File: src/hw/ars_defines.svh
`ifndef ARS_DEFINES_SVH
`define ARS_DEFINES_SVH

// ----------------------------------------------------------------
// clock and tick
// ----------------------------------------------------------------
`define ARS_CLK_PERIOD_NS 10
`define ARS_TICK_MS 10
`define ARS_TICK_CYCLES (`ARS_TICK_MS * 1000000 / `ARS_CLK_PERIOD_NS)
`define ARS_TIME_W 20
`define ARS_MS_TO_TICKS(ms) 20'((ms) / `ARS_TICK_MS)

// ----------------------------------------------------------------
// register map (byte addresses)
// ----------------------------------------------------------------
`define ARS_ADDR_W 8
`define ARS_ADDR_CTRL 8'h00
`define ARS_ADDR_STATUS 8'h38
`define ARS_NUM_TIMES 13
`define ARS_CTRL_RST 10'h013

// ----------------------------------------------------------------
// timing register indices (byte address = 4 * (index + 1))
// ----------------------------------------------------------------
`define ARS_T_RECLAIM 0
`define ARS_T_SYNC_WAIT 1
`define ARS_T_SYNC_SW 2
`define ARS_T_DYN_BLOCK 3
`define ARS_T_MAN_HOLD 4
`define ARS_T_ACTION 5
`define ARS_T_START_MAX 6
`define ARS_T_DEAD_DELAY 7
`define ARS_T_CB_SUP 8
`define ARS_T_CLOSE_PULSE 9
`define ARS_T_DEAD_PH 10
`define ARS_T_DEAD_EF 11
`define ARS_T_BRK_CLOSE 12

// ----------------------------------------------------------------
// timing reset values in milliseconds
// ----------------------------------------------------------------
`define ARS_RECLAIM_MS 2000
`define ARS_SYNC_WAIT_MS 10000
`define ARS_SYNC_SW_MS 10000
`define ARS_DYN_BLOCK_MS 1500
`define ARS_MAN_HOLD_MS 1000
`define ARS_ACTION_MS 1000
`define ARS_START_MAX_MS 1000
`define ARS_DEAD_DELAY_MS 3000
`define ARS_CB_SUP_MS 1000
`define ARS_CLOSE_PULSE_MS 100
`define ARS_DEAD_PH_MS 500
`define ARS_DEAD_EF_MS 1000
`define ARS_BRK_CLOSE_MS 50

`endif

File: src/hw/ars_pkg.sv
`include "ars_defines.svh"

package ars_pkg;

  // ----------------------------------------------------------------
  // sequencer states
  // ----------------------------------------------------------------
  typedef enum logic [10:0] {
    ARS_NOT_READY = 11'h001,
    ARS_IDLE = 11'h002,
    ARS_ACTION = 11'h004,
    ARS_TRIP_WAIT = 11'h008,
    ARS_DEAD = 11'h010,
    ARS_CB_WAIT = 11'h020,
    ARS_SYNC_WAIT = 11'h040,
    ARS_SYNC_SW = 11'h080,
    ARS_CLOSING = 11'h100,
    ARS_RECLAIM = 11'h200,
    ARS_DYN_BLOCK = 11'h400
  } ars_state_e;

  typedef logic [`ARS_TIME_W-1:0] ars_time_t;

  // field pins, synchronised before use
  typedef struct packed {
    logic pickup;
    logic trip;
    logic sync_release;
    logic breaker_ready;
    logic breaker_open_position;
    logic breaker_open_single_pole;
    logic reclose_start;
    logic manual_close;
    logic general_block;
    logic earth_fault;
    logic dead_time_delay;
    logic evolving_fault;
  } ars_pins_s;

  // control register, bit 0 is op_en
  typedef struct packed {
    logic breaker_state_check_enable;
    logic evolve_3ph;
    logic dead_time_trigger_select;
    logic [2:0] phase_fault_cycle_count;
    logic [2:0] earth_fault_cycle_count;
    logic op_en;
  } ars_ctrl_s;

  typedef struct packed {
    logic close_cmd;
    logic sync_switch_close_request;
    logic definitive_trip;
    logic blocked;
    logic not_ready;
    logic dyn_blocked;
    logic in_progress;
  } ars_out_s;

  typedef struct packed {
    ars_state_e state;
    ars_time_t tmr;
    ars_time_t tmr2;
    ars_time_t man_hold;
    logic [19:0] tick_cnt;
    logic [2:0] cycle;
    logic earth;
    logic pick_seen;
    logic man_prev;
    logic open_prev;
    ars_pins_s s1;
    ars_pins_s s2;
    ars_ctrl_s ctrl;
    logic [`ARS_NUM_TIMES-1:0][`ARS_TIME_W-1:0] times;
    ars_out_s out;
    logic [31:0] rdata;
  } ars_regs_s;

endpackage

File: src/hw/ars_top.sv
// Design decisions made here: the register offsets and the plain strobed port.
`timescale 1ns/10ps
`default_nettype none
`include "ars_defines.svh"

module ars_top
  import ars_pkg::*;
#(
  parameter int TICK_CYCLES = `ARS_TICK_CYCLES
) (
  input wire logic i_clk, // 100 MHz clock
  input wire logic i_arst_n, // async reset, active low
  input wire logic [`ARS_ADDR_W-1:0] i_addr, // register byte address
  input wire logic [31:0] i_wdata, // register write data
  input wire logic i_wr, // write strobe
  input wire logic i_rd, // read strobe
  output logic [31:0] o_rdata, // read data, cycle after strobe
  input wire ars_pins_s i_pins, // field inputs, asynchronous
  input wire logic i_coincide_valid, // slip prediction valid
  input wire ars_time_t i_coincide_ticks, // ticks to vector coincidence
  output logic o_close_cmd, // breaker close command
  output logic o_sync_switch_close_request, // sync switching active
  output logic o_definitive_trip, // final trip pulse
  output logic o_blocked, // blocked status
  output logic o_not_ready, // not-ready state
  output logic o_dyn_blocked, // dynamic blocked state
  output logic o_in_progress, // reclosing cycle running
  output logic [2:0] o_cycle // reclose shots issued
);

  // ----------------------------------------------------------------
  // state
  // ----------------------------------------------------------------
  ars_regs_s r;
  ars_regs_s next_r;
  ars_pins_s p;
  logic tick;
  logic man_edge;
  logic open_edge;
  logic running;
  logic nr_cond;
  logic dyn_req;
  logic final_trip;
  logic [2:0] lim;

  function automatic ars_time_t dec(input ars_time_t v, input logic t);
    dec = (t && v != '0) ? v - 20'h00001 : v;
  endfunction

  function automatic logic [2:0] clamp4(input logic [2:0] v);
    clamp4 = (v > 3'h4) ? 3'h4 : v;
  endfunction

  function automatic logic is_run(input ars_state_e s);
    is_run = !(s inside {ARS_IDLE, ARS_NOT_READY, ARS_DYN_BLOCK});
  endfunction

  // ----------------------------------------------------------------
  // next-state logic
  // ----------------------------------------------------------------
  always_comb begin
    next_r = r;
    p = r.s2;
    // two-stage input synchroniser
    next_r.s1 = i_pins;
    next_r.s2 = r.s1;
    // periodic tick for every timer
    tick = (r.tick_cnt == 20'(TICK_CYCLES - 1));
    next_r.tick_cnt = tick ? 20'h00000 : r.tick_cnt + 20'h00001;
    next_r.tmr = dec(r.tmr, tick);
    next_r.tmr2 = dec(r.tmr2, tick);
    next_r.man_hold = dec(r.man_hold, tick);
    man_edge = p.manual_close && !r.man_prev;
    open_edge = p.breaker_open_single_pole && !r.open_prev;
    next_r.man_prev = p.manual_close;
    next_r.open_prev = p.breaker_open_single_pole;
    if (man_edge) begin
      next_r.man_hold = r.times[`ARS_T_MAN_HOLD];
    end
    running = is_run(r.state);
    lim = r.earth ? clamp4(r.ctrl.earth_fault_cycle_count)
                  : clamp4(r.ctrl.phase_fault_cycle_count);
    nr_cond = !r.ctrl.op_en || !p.breaker_ready || man_edge ||
              r.man_hold != '0 || p.general_block ||
              (p.breaker_open_position &&
               (r.ctrl.breaker_state_check_enable ||
                r.ctrl.dead_time_trigger_select));
    dyn_req = 1'b0;
    final_trip = 1'b0;
    next_r.out.definitive_trip = 1'b0;

    // sequencer
    unique case (r.state)
      ARS_NOT_READY: begin
        if (!nr_cond) begin
          next_r.state = ARS_IDLE;
        end
      end
      ARS_IDLE: begin
        if (nr_cond) begin
          next_r.state = ARS_NOT_READY;
        end else if (p.pickup || p.trip) begin
          next_r.state = ARS_ACTION;
          next_r.tmr = r.times[`ARS_T_ACTION];
          next_r.cycle = 3'h0;
        end
      end
      ARS_ACTION: begin
        if (p.trip) begin
          next_r.state = ARS_TRIP_WAIT;
          next_r.tmr = r.times[`ARS_T_START_MAX];
          if (r.cycle == 3'h0) begin
            next_r.earth = p.earth_fault;
          end
        end else if (r.tmr == '0) begin
          dyn_req = 1'b1;
        end else if (!p.pickup) begin
          next_r.state = ARS_IDLE;
          next_r.cycle = 3'h0;
        end
      end
      ARS_TRIP_WAIT: begin
        if (r.cycle >= lim) begin
          final_trip = 1'b1;
        end else if (r.ctrl.dead_time_trigger_select ? p.breaker_open_position
                                                     : !p.trip) begin
          next_r.state = ARS_DEAD;
          next_r.tmr = r.earth ? r.times[`ARS_T_DEAD_EF] : r.times[`ARS_T_DEAD_PH];
          next_r.tmr2 = r.times[`ARS_T_DEAD_DELAY];
        end else if (r.tmr == '0) begin
          dyn_req = 1'b1;
        end
      end
      ARS_DEAD: begin
        next_r.tmr2 = r.tmr2;
        if (p.trip) begin
          if (!r.earth) begin
            final_trip = 1'b1;
          end else begin
            next_r.state = ARS_TRIP_WAIT;
            next_r.tmr = r.times[`ARS_T_START_MAX];
          end
        end else if (p.evolving_fault && r.earth) begin
          if (!r.ctrl.evolve_3ph) begin
            final_trip = 1'b1;
          end else begin
            next_r.earth = 1'b0;
            next_r.tmr = r.times[`ARS_T_DEAD_PH];
          end
        end else if (p.dead_time_delay) begin
          // dead time held while delayed, delay limited
          next_r.tmr = r.tmr;
          next_r.tmr2 = dec(r.tmr2, tick);
          if (r.tmr2 == '0) begin
            dyn_req = 1'b1;
          end
        end else if (r.tmr == '0) begin
          next_r.state = ARS_CB_WAIT;
          next_r.tmr = r.times[`ARS_T_CB_SUP];
        end
      end
      ARS_CB_WAIT: begin
        if (p.breaker_ready) begin
          next_r.state = ARS_SYNC_WAIT;
          next_r.tmr = r.times[`ARS_T_SYNC_WAIT];
        end else if (r.tmr == '0) begin
          dyn_req = 1'b1;
        end
      end
      ARS_SYNC_WAIT: begin
        if (p.sync_release) begin
          next_r.state = ARS_CLOSING;
        end else if (r.tmr == '0) begin
          next_r.state = ARS_SYNC_SW;
          next_r.tmr = r.times[`ARS_T_SYNC_SW];
        end
      end
      ARS_SYNC_SW: begin
        if (i_coincide_valid && i_coincide_ticks == r.times[`ARS_T_BRK_CLOSE]) begin
          next_r.state = ARS_CLOSING;
        end else if (r.tmr == '0) begin
          dyn_req = 1'b1;
        end
      end
      ARS_CLOSING: begin
        if (p.pickup) begin
          next_r.pick_seen = 1'b1;
        end
        if (p.trip) begin
          next_r.state = ARS_TRIP_WAIT;
          next_r.tmr = r.times[`ARS_T_START_MAX];
        end else if (r.tmr2 == '0) begin
          next_r.state = ARS_RECLAIM;
        end
      end
      ARS_RECLAIM: begin
        if (p.pickup) begin
          next_r.pick_seen = 1'b1;
        end
        if (p.trip) begin
          next_r.state = ARS_TRIP_WAIT;
          next_r.tmr = r.times[`ARS_T_START_MAX];
        end else if (r.tmr == '0) begin
          if (r.pick_seen || p.pickup) begin
            next_r.state = ARS_ACTION;
            next_r.tmr = r.times[`ARS_T_ACTION];
          end else begin
            next_r.state = ARS_IDLE;
            next_r.cycle = 3'h0;
          end
        end
      end
      ARS_DYN_BLOCK: begin
        if (r.tmr == '0) begin
          next_r.state = ARS_IDLE;
          next_r.cycle = 3'h0;
        end
      end
    endcase

    // close issue starts reclaim and pulse timers
    if (next_r.state == ARS_CLOSING && r.state != ARS_CLOSING) begin
      next_r.tmr = r.times[`ARS_T_RECLAIM];
      next_r.tmr2 = r.times[`ARS_T_CLOSE_PULSE];
      next_r.cycle = r.cycle + 3'h1;
      next_r.pick_seen = 1'b0;
    end
    if (final_trip) begin
      next_r.out.definitive_trip = 1'b1;
      dyn_req = 1'b1;
    end
    if (running && (man_edge || p.general_block ||
                    (open_edge && !p.reclose_start))) begin
      dyn_req = 1'b1;
    end
    if (dyn_req) begin
      next_r.state = ARS_DYN_BLOCK;
      next_r.tmr = r.times[`ARS_T_DYN_BLOCK];
      next_r.cycle = 3'h0;
    end

    // registered outputs follow the next state
    next_r.out.close_cmd = (next_r.state == ARS_CLOSING);
    next_r.out.sync_switch_close_request = (next_r.state == ARS_SYNC_SW);
    next_r.out.not_ready = (next_r.state == ARS_NOT_READY);
    next_r.out.dyn_blocked = (next_r.state == ARS_DYN_BLOCK);
    next_r.out.blocked = next_r.out.not_ready || next_r.out.dyn_blocked;
    next_r.out.in_progress = is_run(next_r.state);

    // register writes
    if (i_wr) begin
      if (i_addr == `ARS_ADDR_CTRL) begin
        next_r.ctrl = i_wdata[9:0];
      end
      for (int k = 0; k < `ARS_NUM_TIMES; k++) begin
        if (i_addr == 8'(4 * (k + 1))) begin
          next_r.times[k] = i_wdata[`ARS_TIME_W-1:0];
        end
      end
    end

    // register reads, data in the following cycle only
    next_r.rdata = 32'h00000000;
    if (i_rd) begin
      if (i_addr == `ARS_ADDR_CTRL) begin
        next_r.rdata = {22'h000000, r.ctrl};
      end else if (i_addr == `ARS_ADDR_STATUS) begin
        next_r.rdata = {10'h000, r.out, r.earth, r.cycle, r.state};
      end
      for (int k = 0; k < `ARS_NUM_TIMES; k++) begin
        if (i_addr == 8'(4 * (k + 1))) begin
          next_r.rdata = {12'h000, r.times[k]};
        end
      end
    end
  end

  // ----------------------------------------------------------------
  // state register
  // ----------------------------------------------------------------
  always_ff @(posedge i_clk or negedge i_arst_n) begin
    if (!i_arst_n) begin
      r <= '0;
      r.state <= ARS_NOT_READY;
      r.out.not_ready <= 1'b1;
      r.out.blocked <= 1'b1;
      r.ctrl <= `ARS_CTRL_RST;
      r.times <= {`ARS_MS_TO_TICKS(`ARS_BRK_CLOSE_MS), `ARS_MS_TO_TICKS(`ARS_DEAD_EF_MS),
                  `ARS_MS_TO_TICKS(`ARS_DEAD_PH_MS), `ARS_MS_TO_TICKS(`ARS_CLOSE_PULSE_MS),
                  `ARS_MS_TO_TICKS(`ARS_CB_SUP_MS), `ARS_MS_TO_TICKS(`ARS_DEAD_DELAY_MS),
                  `ARS_MS_TO_TICKS(`ARS_START_MAX_MS), `ARS_MS_TO_TICKS(`ARS_ACTION_MS),
                  `ARS_MS_TO_TICKS(`ARS_MAN_HOLD_MS), `ARS_MS_TO_TICKS(`ARS_DYN_BLOCK_MS),
                  `ARS_MS_TO_TICKS(`ARS_SYNC_SW_MS), `ARS_MS_TO_TICKS(`ARS_SYNC_WAIT_MS),
                  `ARS_MS_TO_TICKS(`ARS_RECLAIM_MS)};
    end else begin
      r <= next_r;
    end
  end

  // outputs straight from flip-flops
  assign o_rdata = r.rdata;
  assign o_close_cmd = r.out.close_cmd;
  assign o_sync_switch_close_request = r.out.sync_switch_close_request;
  assign o_definitive_trip = r.out.definitive_trip;
  assign o_blocked = r.out.blocked;
  assign o_not_ready = r.out.not_ready;
  assign o_dyn_blocked = r.out.dyn_blocked;
  assign o_in_progress = r.out.in_progress;
  assign o_cycle = r.cycle;
endmodule // ars_top

`default_nettype wire

File: config.mk
export PLATFORM = sky130hd
export DESIGN_NAME = ars_top
export DESIGN_NICKNAME = d
export VERILOG_FILES = /design/src/hw/ars_pkg.sv /design/src/hw/ars_top.sv
export VERILOG_INCLUDE_DIRS = /design/src /design/src/hw
export SDC_FILE = /design/constraint.sdc
export NUM_CORES = 1
export LEC_CHECK = 0
export BUFFER_PORTS_ARGS = -buffer_cell sky130_fd_sc_hd__buf_2
export CAP_MARGIN = 25
export CORE_MARGIN = 3
export CORE_UTILIZATION = 65
export CTS_BUF_LIST = sky130_fd_sc_hd__clkbuf_4 sky130_fd_sc_hd__clkbuf_8
export CTS_CLUSTER_SIZE = 12
export DETAILED_ROUTE_END_ITERATION = 6
export PLACE_DENSITY = 0.84
export SLEW_MARGIN = 20
export SYNTH_ARGS = -nofsm -noshare
export SYNTH_HDL_FRONTEND = slang
export SYNTH_SLANG_ARGS = --single-unit
File: constraint.sdc
create_clock -name i_clk -period 13.4 [get_ports i_clk]
set_input_delay 2.68 -clock i_clk [delete_from_list [all_inputs] [get_ports i_clk]]
set_output_delay 2.68 -clock i_clk [all_outputs]
set_load 0.1 [all_outputs]
==> metrics, run 1 <==
gpl congestion 1.09; die footprint about 39000 um2; GRT Overall Usage roughly half; cts hold-fix bufs 0; number of flops mapped to enable cells by yosys 0; RSZ-0062 raised after global routing false; Seq cells post-synth between 400 and 500; final hold violations 0; Max-cap violations 0; Worst VDD drop between 0.0001 and 0.00015 V; Slew Limit Fails 0; I/O Buffers 96; most frequent cells in the layout 369 x dfrtp_1, 279 x mux2_2, 197 x nand2_1, 164 x nor2_1, 132 x a21oi_1; Achievable Freq between 0.15 and 0.2 GHz; DR pass1 iterations 7; worst skew pair latency roughly 0.66 ns; Post-Syn Instances 2360; DPL Wire Length 65600 um; initial core utilization roughly two thirds; Avg Inst Size Synth ~10 um2; Seq/Total Area, Yosys between 40% and 50%; ys flop type dfrtp_1; # DRC 0; Util after Layout 72.4%; H-tree Lvls 3; Yosys cell types approximately 100; critical path arrival roughly 6.5 ns; Slew headroom between 20% and 30%; Worst Path Required approximately 14 ns; crit path launch type input pin; Pleak 0.0117 uW; CORE AREA between 30000 and 40000 um2; Iter 0 DRT Violations approximately 3.6k; most common cell after layout, fill and taps aside dfrtp_1; crit-path max FO 10; DIE WIDTH approximately 200 um; type of the worst min-delay path reg -> reg; Mapped Area around 24000 um2; die height ~200 um; Post-synth ARST share 100%; Routed WL per cell between 30 and 40 um; status finished clean; Setup TNS Final 0 ns; I/O pins between 100 and 150; largest net degree at the start of global routing about 80; routed wire length around 97000 um; pwr dens 132 nW/um2; CTS Sinks roughly 420; via/cell ratio 7.73; CTS clk-pin slew, worst paths around 0.06 ns; vias in the first global route between 20k and 25k; skew final 0.0292 ns; CTS tree yes; fin crit period around 5.9 ns; Vias approximately 23k; first-pass GRT wire length 141000 um; period utilization 43.9%; NumNets Final about 2.5k; postcts setup bufs 0; P&R area growth vs syn 8.83%; Final ANT Viol Nets 0; Setup-failing EPs final 0; Fillers 2604; CP Class in -> reg; synth warn 0; Root Buffer clkbuf_8; Slew @ Worst Pin between 1 and 1.5 ns; TritonCTS Buffers 70; CTS Buffer Depth 3; global route total overflow 0; # rows between 60 and 70; layout cell share with drive strength beyond 1 roughly 28%; Crit. End Element register; initial antenna violation count 1; post-CTS sizing 0
==> power breakdown <==
part	switching [uW]	internal, uW	leakage [uW]
Combinational	509	232	0.00535
Clock	542	664	0.000792
Sequential	123	1360	0.00553
Total	1170	2250	0.0117
==> sequential cells by signal, summed over array words and instances, names as in the netlist <==
signal                       count
p                               10
next_r                          14
o_dyn_blocked                    1
o_sync_switch_close_request      1
o_rdata                         22
o_blocked                        1
o_in_progress                    1
o_not_ready                      1
o_close_cmd                      1
o_definitive_trip                1
r                              365
o_cycle                          3
==> worst paths after layout <==
kind,start,end,slack [ns],depth (start not counted)
setup / recovery,i_coincide_ticks[3],o_cycle[2],7.51,11
hold / removal,next_r[312],p[3],0.34,0
setup reg to reg,r[400],o_cycle[2],8.44,13
hold reg to reg,next_r[312],p[3],0.34,0
max in group asynchronous,i_arst_n,o_rdata[2],9.14,3
min in group asynchronous,i_arst_n,o_rdata[20],2.02,1
==> layout make-up <==
class / instances / area, um2 / share of cell area (%)
clock inverter: 11 / 63.8 / 0.246
antenna: 1 / 2.50 / 0.00964
tap: 461 / 577 / 2.22
clock buffer: 116 / 1410 / 5.43
sequential: 421 / 10600 / 40.8
multi-input combinational: 1723 / 12200 / 47.2
inverter: 26 / 97.6 / 0.376
timing repair buffer: 157 / 957 / 3.69
==> cell families (layout without fill, tap and decap cells) <==
logic type | after synthesis | count (layout) | share of synthesized area (%)
compound gates | 613 | 613 | 17.9
xor+xnor | 99 | 99 | 3.64
fa+ha+maj | 10 | 10 | 0.525
buf+inv | 225 | 310 | 4.57
flops | 421 | 421 | 44.4
mux | 303 | 303 | 14.2
other cells | 1 | 11 | 0.0157
simple gates | 688 | 688 | 14.7
==> per-stage QoR <==
step           cells  power, uW  instance area [um2]  worst slack, ns  hold slack (ns)
2_1_floorplan   2369       1950                23900             8.35            0.331
3_3_place_gp    2780       2170                24400             7.17            0.332
3_5_place_dp    2783       2190                24400             7.08            0.335
4_1_cts         2910       3380                25900             7.74            0.343
5_1_grt         2915       3520                25900             7.45            0.351
6_report        2916       3430                25900             7.51            0.341
==> cell usage after synthesis, drive strengths merged, types with 42 or more instances <==
| library cell | number | area [um2] |
|---|---|---|
| nand3 | 53 | 275 |
| dfstp | 51 | 1340 |
| o22ai | 58 | 363 |
| nor4 | 42 | 322 |
| buf | 50 | 342 |
| nor3 | 53 | 299 |
| xor2 | 53 | 464 |
| clkbuf | 147 | 606 |
| mux2 | 279 | 3140 |
| a22oi | 42 | 315 |
| a21oi | 133 | 669 |
| o21ai | 106 | 531 |
| nor2 | 169 | 639 |
| nand2 | 198 | 743 |
| dfrtp | 370 | 9260 |
| xnor2 | 46 | 403 |
==> routing by layer <==
metal	up-vias	wire length, um	GRT usage (%)
met1	10900	33300	62.2
li1	8920	-	-
met3	595	14600	18.4
met4	2	8750	36.1
met5	-	58	1.11
met2	2090	40000	69.2
==> critical path: stages <==
cell,delay (ns)
buf_2,0.11
xnor2_1,0.50
nand4_1,0.14
or4_1,0.77
o211ai_1,0.31
and3_1,0.54
buf_4,0.30
nand2_1,0.27
o21ai_0,0.55
o21ai_0,0.17
o21ai_0,0.10
(Power assumes the default switching activity.)
==> run 2: changes to the inputs <==
--- a/config.mk
+++ b/config.mk
@@ -9,11 +9,11 @@
 export BUFFER_PORTS_ARGS = -buffer_cell sky130_fd_sc_hd__buf_2
 export CAP_MARGIN = 25
 export CORE_MARGIN = 3
-export CORE_UTILIZATION = 65
+export CORE_UTILIZATION = 58
 export CTS_BUF_LIST = sky130_fd_sc_hd__clkbuf_4 sky130_fd_sc_hd__clkbuf_8
 export CTS_CLUSTER_SIZE = 12
 export DETAILED_ROUTE_END_ITERATION = 6
-export PLACE_DENSITY = 0.84
+export PLACE_DENSITY = 0.79
 export SLEW_MARGIN = 20
 export SYNTH_ARGS = -nofsm -noshare
 export SYNTH_HDL_FRONTEND = slang
==> constraint.sdc (replaced) <==
create_clock -name i_clk -period 5.2 [get_ports i_clk]
set_input_delay 1.04 -clock i_clk [delete_from_list [all_inputs] [get_ports i_clk]]
set_output_delay 1.04 -clock i_clk [all_outputs]
set_load 0.1 [all_outputs]
==> run 2 against run 1 <==
  * Die area rose by 12%
  * Sequential power grew to 2.6 times the previous value
  * Total power rose to 2.7 times the previous value
  * Global-route usage shrank 3.8 points
  * Non-clock buffer count rose by 42
  * Via count down 0.87%
  * Critical path type is now reg -> reg
==> metrics, run 2 (synthesis gave the netlist of run 1 again) <==
status finished clean; max reg flops 365 (unchanged); routed wire length 101000 um (+4.8%); most common cell after layout, fill and taps aside dfrtp_1; Routed WL per cell 33.4 um (+0.80%); CTS tree yes; crit path launch type register; cts hold-fix bufs 0 (unchanged); Worst Path Required 5.71 ns (-8.26 ns); Slew Limit Fails 0 (unchanged); Final ANT Viol Nets 0 (unchanged); Pint 6190 uW (+170%); M1 GR Usage 60.0% (-2.2 points); vias in the first global route 21.5k (-2.5%); crit-path max FO 12 (+2); Clk network pwr share 37.9% (+2.7 points); Switching Share 33.7% (-0.53 points); R2R Path Start r[336]; switching power 3150 uW (+170%); CORE AREA 40200 um2 (+12%); hold endpoint p[7]; global-route track usage on met3 13.8% (-4.6 points); Vias 22.4k (-0.87%); H-tree Lvls 3 (unchanged); gpl congestion 1.09 (+0.14%); Hold WS 0.345 ns (+0.00373 ns); critical path arrival 4.89 ns (-1.56 ns); Iter 0 DRT Violations 3829 (+6.3%); type of the worst min-delay path reg -> reg; I/O Buffers 96 (unchanged); global route total overflow 0 (unchanged); post-CTS sizing 0 (unchanged); I/O pins 119 (unchanged); CTS Sinks 421 (unchanged); Slew headroom 24.2% (+2.8 points); hold depth 0 (unchanged); Pleak 0.0120 uW (+2.8%); capturing point of the worst reg2reg path r[401]; pwr dens 351 nW/um2 (+170%); die height 209 um (+5.7%); CP Class reg -> reg; Slew @ Worst Pin 1.13 ns (-0.0451 ns); Setup-failing EPs final 0 (unchanged); fraction of power consumed by sequential logic 40.9% (-2.3 points); CTS clk-pin slew, worst paths 0.06 ns (about the same); initial core utilization 59.3% (-7.2 points); busiest grt layer met2; DIE WIDTH 209 um (+5.7%); Comb pwr share 21.2% (-0.4 points); Fillers 3110 (+19%); most frequent cells in the layout 369 x dfrtp_1, 279 x mux2_2, 198 x nand2_1, 165 x nor2_1, 132 x a21oi_1; Crit. End Element register; final hold violations 0 (unchanged); hold_sp next_r[316]; TritonCTS Buffers 74 (+5.7%); DPL Wire Length 71200 um (+8.5%); # rows 73 (+5.8%); DR pass1 iterations 7 (unchanged); Max-cap violations 0 (unchanged); # DRC 0 (unchanged); first-pass GRT wire length 146000 um (+3.4%); CTS Buffer Depth 3 (unchanged); NumNets Final 2532 (+1.9%); GRT Overall Usage 45.4% (-3.8 points); Root Buffer clkbuf_8; period utilization 84.4%; via/cell ratio 7.37 (-4.7%); initial antenna violation count 1 (unchanged); layout cell share with drive strength beyond 1 28.9% (+1.4 points); routing usage on met2 65.3% (-3.8 points); Worst VDD drop 0.000248 V (+120%); Achievable Freq 0.228 GHz; largest net degree at the start of global routing 116 (+43%); die footprint 43600 um2 (+12%); postcts setup bufs 0 (unchanged); r2r setup slk 0.81 ns (-7.63 ns); RSZ-0062 raised after global routing false; largest reg by FF count r; Setup TNS Final 0 ns (unchanged); fin crit period roughly 4.4 ns; skew final 0.0578 ns (+0.0286 ns); worst reg2reg path depth 12 (-1); P&R area growth vs syn 11.7%; worst skew pair latency 0.70 ns (+0.04 ns)
run 2: layer usage:
metal,wire [um],part of all wire [%],up-vias
met2,42900,42,1795
met1,37700,37,11100
met3,12800,13,432
met4,7860,7.8,0
li1,-,-,9012
met5,0,0,-
run 2: worst max-delay path: stages, from the launching register on:
cell,delay [ns]
dfrtp_2,0.55
nor3b_1,0.10
a31o_2,0.22
ha_1,0.27
nor2b_1,0.04
o21ai_0,0.65
o311ai_0,0.32
a211oi_1,0.43
and3_1,0.46
buf_4,0.33
nand2_1,0.17
a2111oi_0,0.49
a21boi_0,0.16
run 2: worst max-delay path by stage:
stage / from / end / cells after the start
6_report: r[336] / r[401] / 12
5_1_grt: r[336] / r[401] / 12
4_1_cts: r[336] / r[401] / 12
3_5_place_dp: i_coincide_ticks[1] / r[401] / 10
3_3_place_gp: i_coincide_ticks[1] / r[401] / 10
2_1_floorplan: r[336] / r[392] / 17
run 2: area by class of cell:
type / count / area (um2) / share of cell area [%]
clock inverters: 25 / 297 / 1.11
well taps: 525 / 657 / 2.47
flip-flops and latches: 421 / 10600 / 39.8
multi-input cells: 1723 / 12200 / 45.9
repair buffers: 199 / 1340 / 5.01
clock buffers: 111 / 1410 / 5.29
diodes: 3 / 7.51 / 0.0282
inverters: 26 / 97.6 / 0.366
run 2: power by group through the flow:
stage | combinational, uW | sequential, uW | clock [uW]
after global placement | 1880 | 3840 | 0
after global routing | 2090 | 3830 | 3690
after floorplan | 1220 | 3790 | 0
final | 1980 | 3820 | 3540
after CTS | 1910 | 3800 | 3530
after detailed placement | 1900 | 3850 | 0
run 2: through the flow:
step | power (uW) | instances | util [%] | area (um2) | setup slack (ns)
6_report | 9340 | 3033 | 66.3 | 26600 | 0.812
5_1_grt | 9610 | 3030 | 66.3 | 26600 | 0.629
4_1_cts | 9240 | 3026 | 66.1 | 26600 | 0.910
3_5_place_dp | 5750 | 2890 | 61.9 | 24900 | 0.745
3_3_place_gp | 5720 | 2889 | 61.8 | 24900 | 0.852
2_1_floorplan | 5010 | 2369 | - | 23900 | 0.633
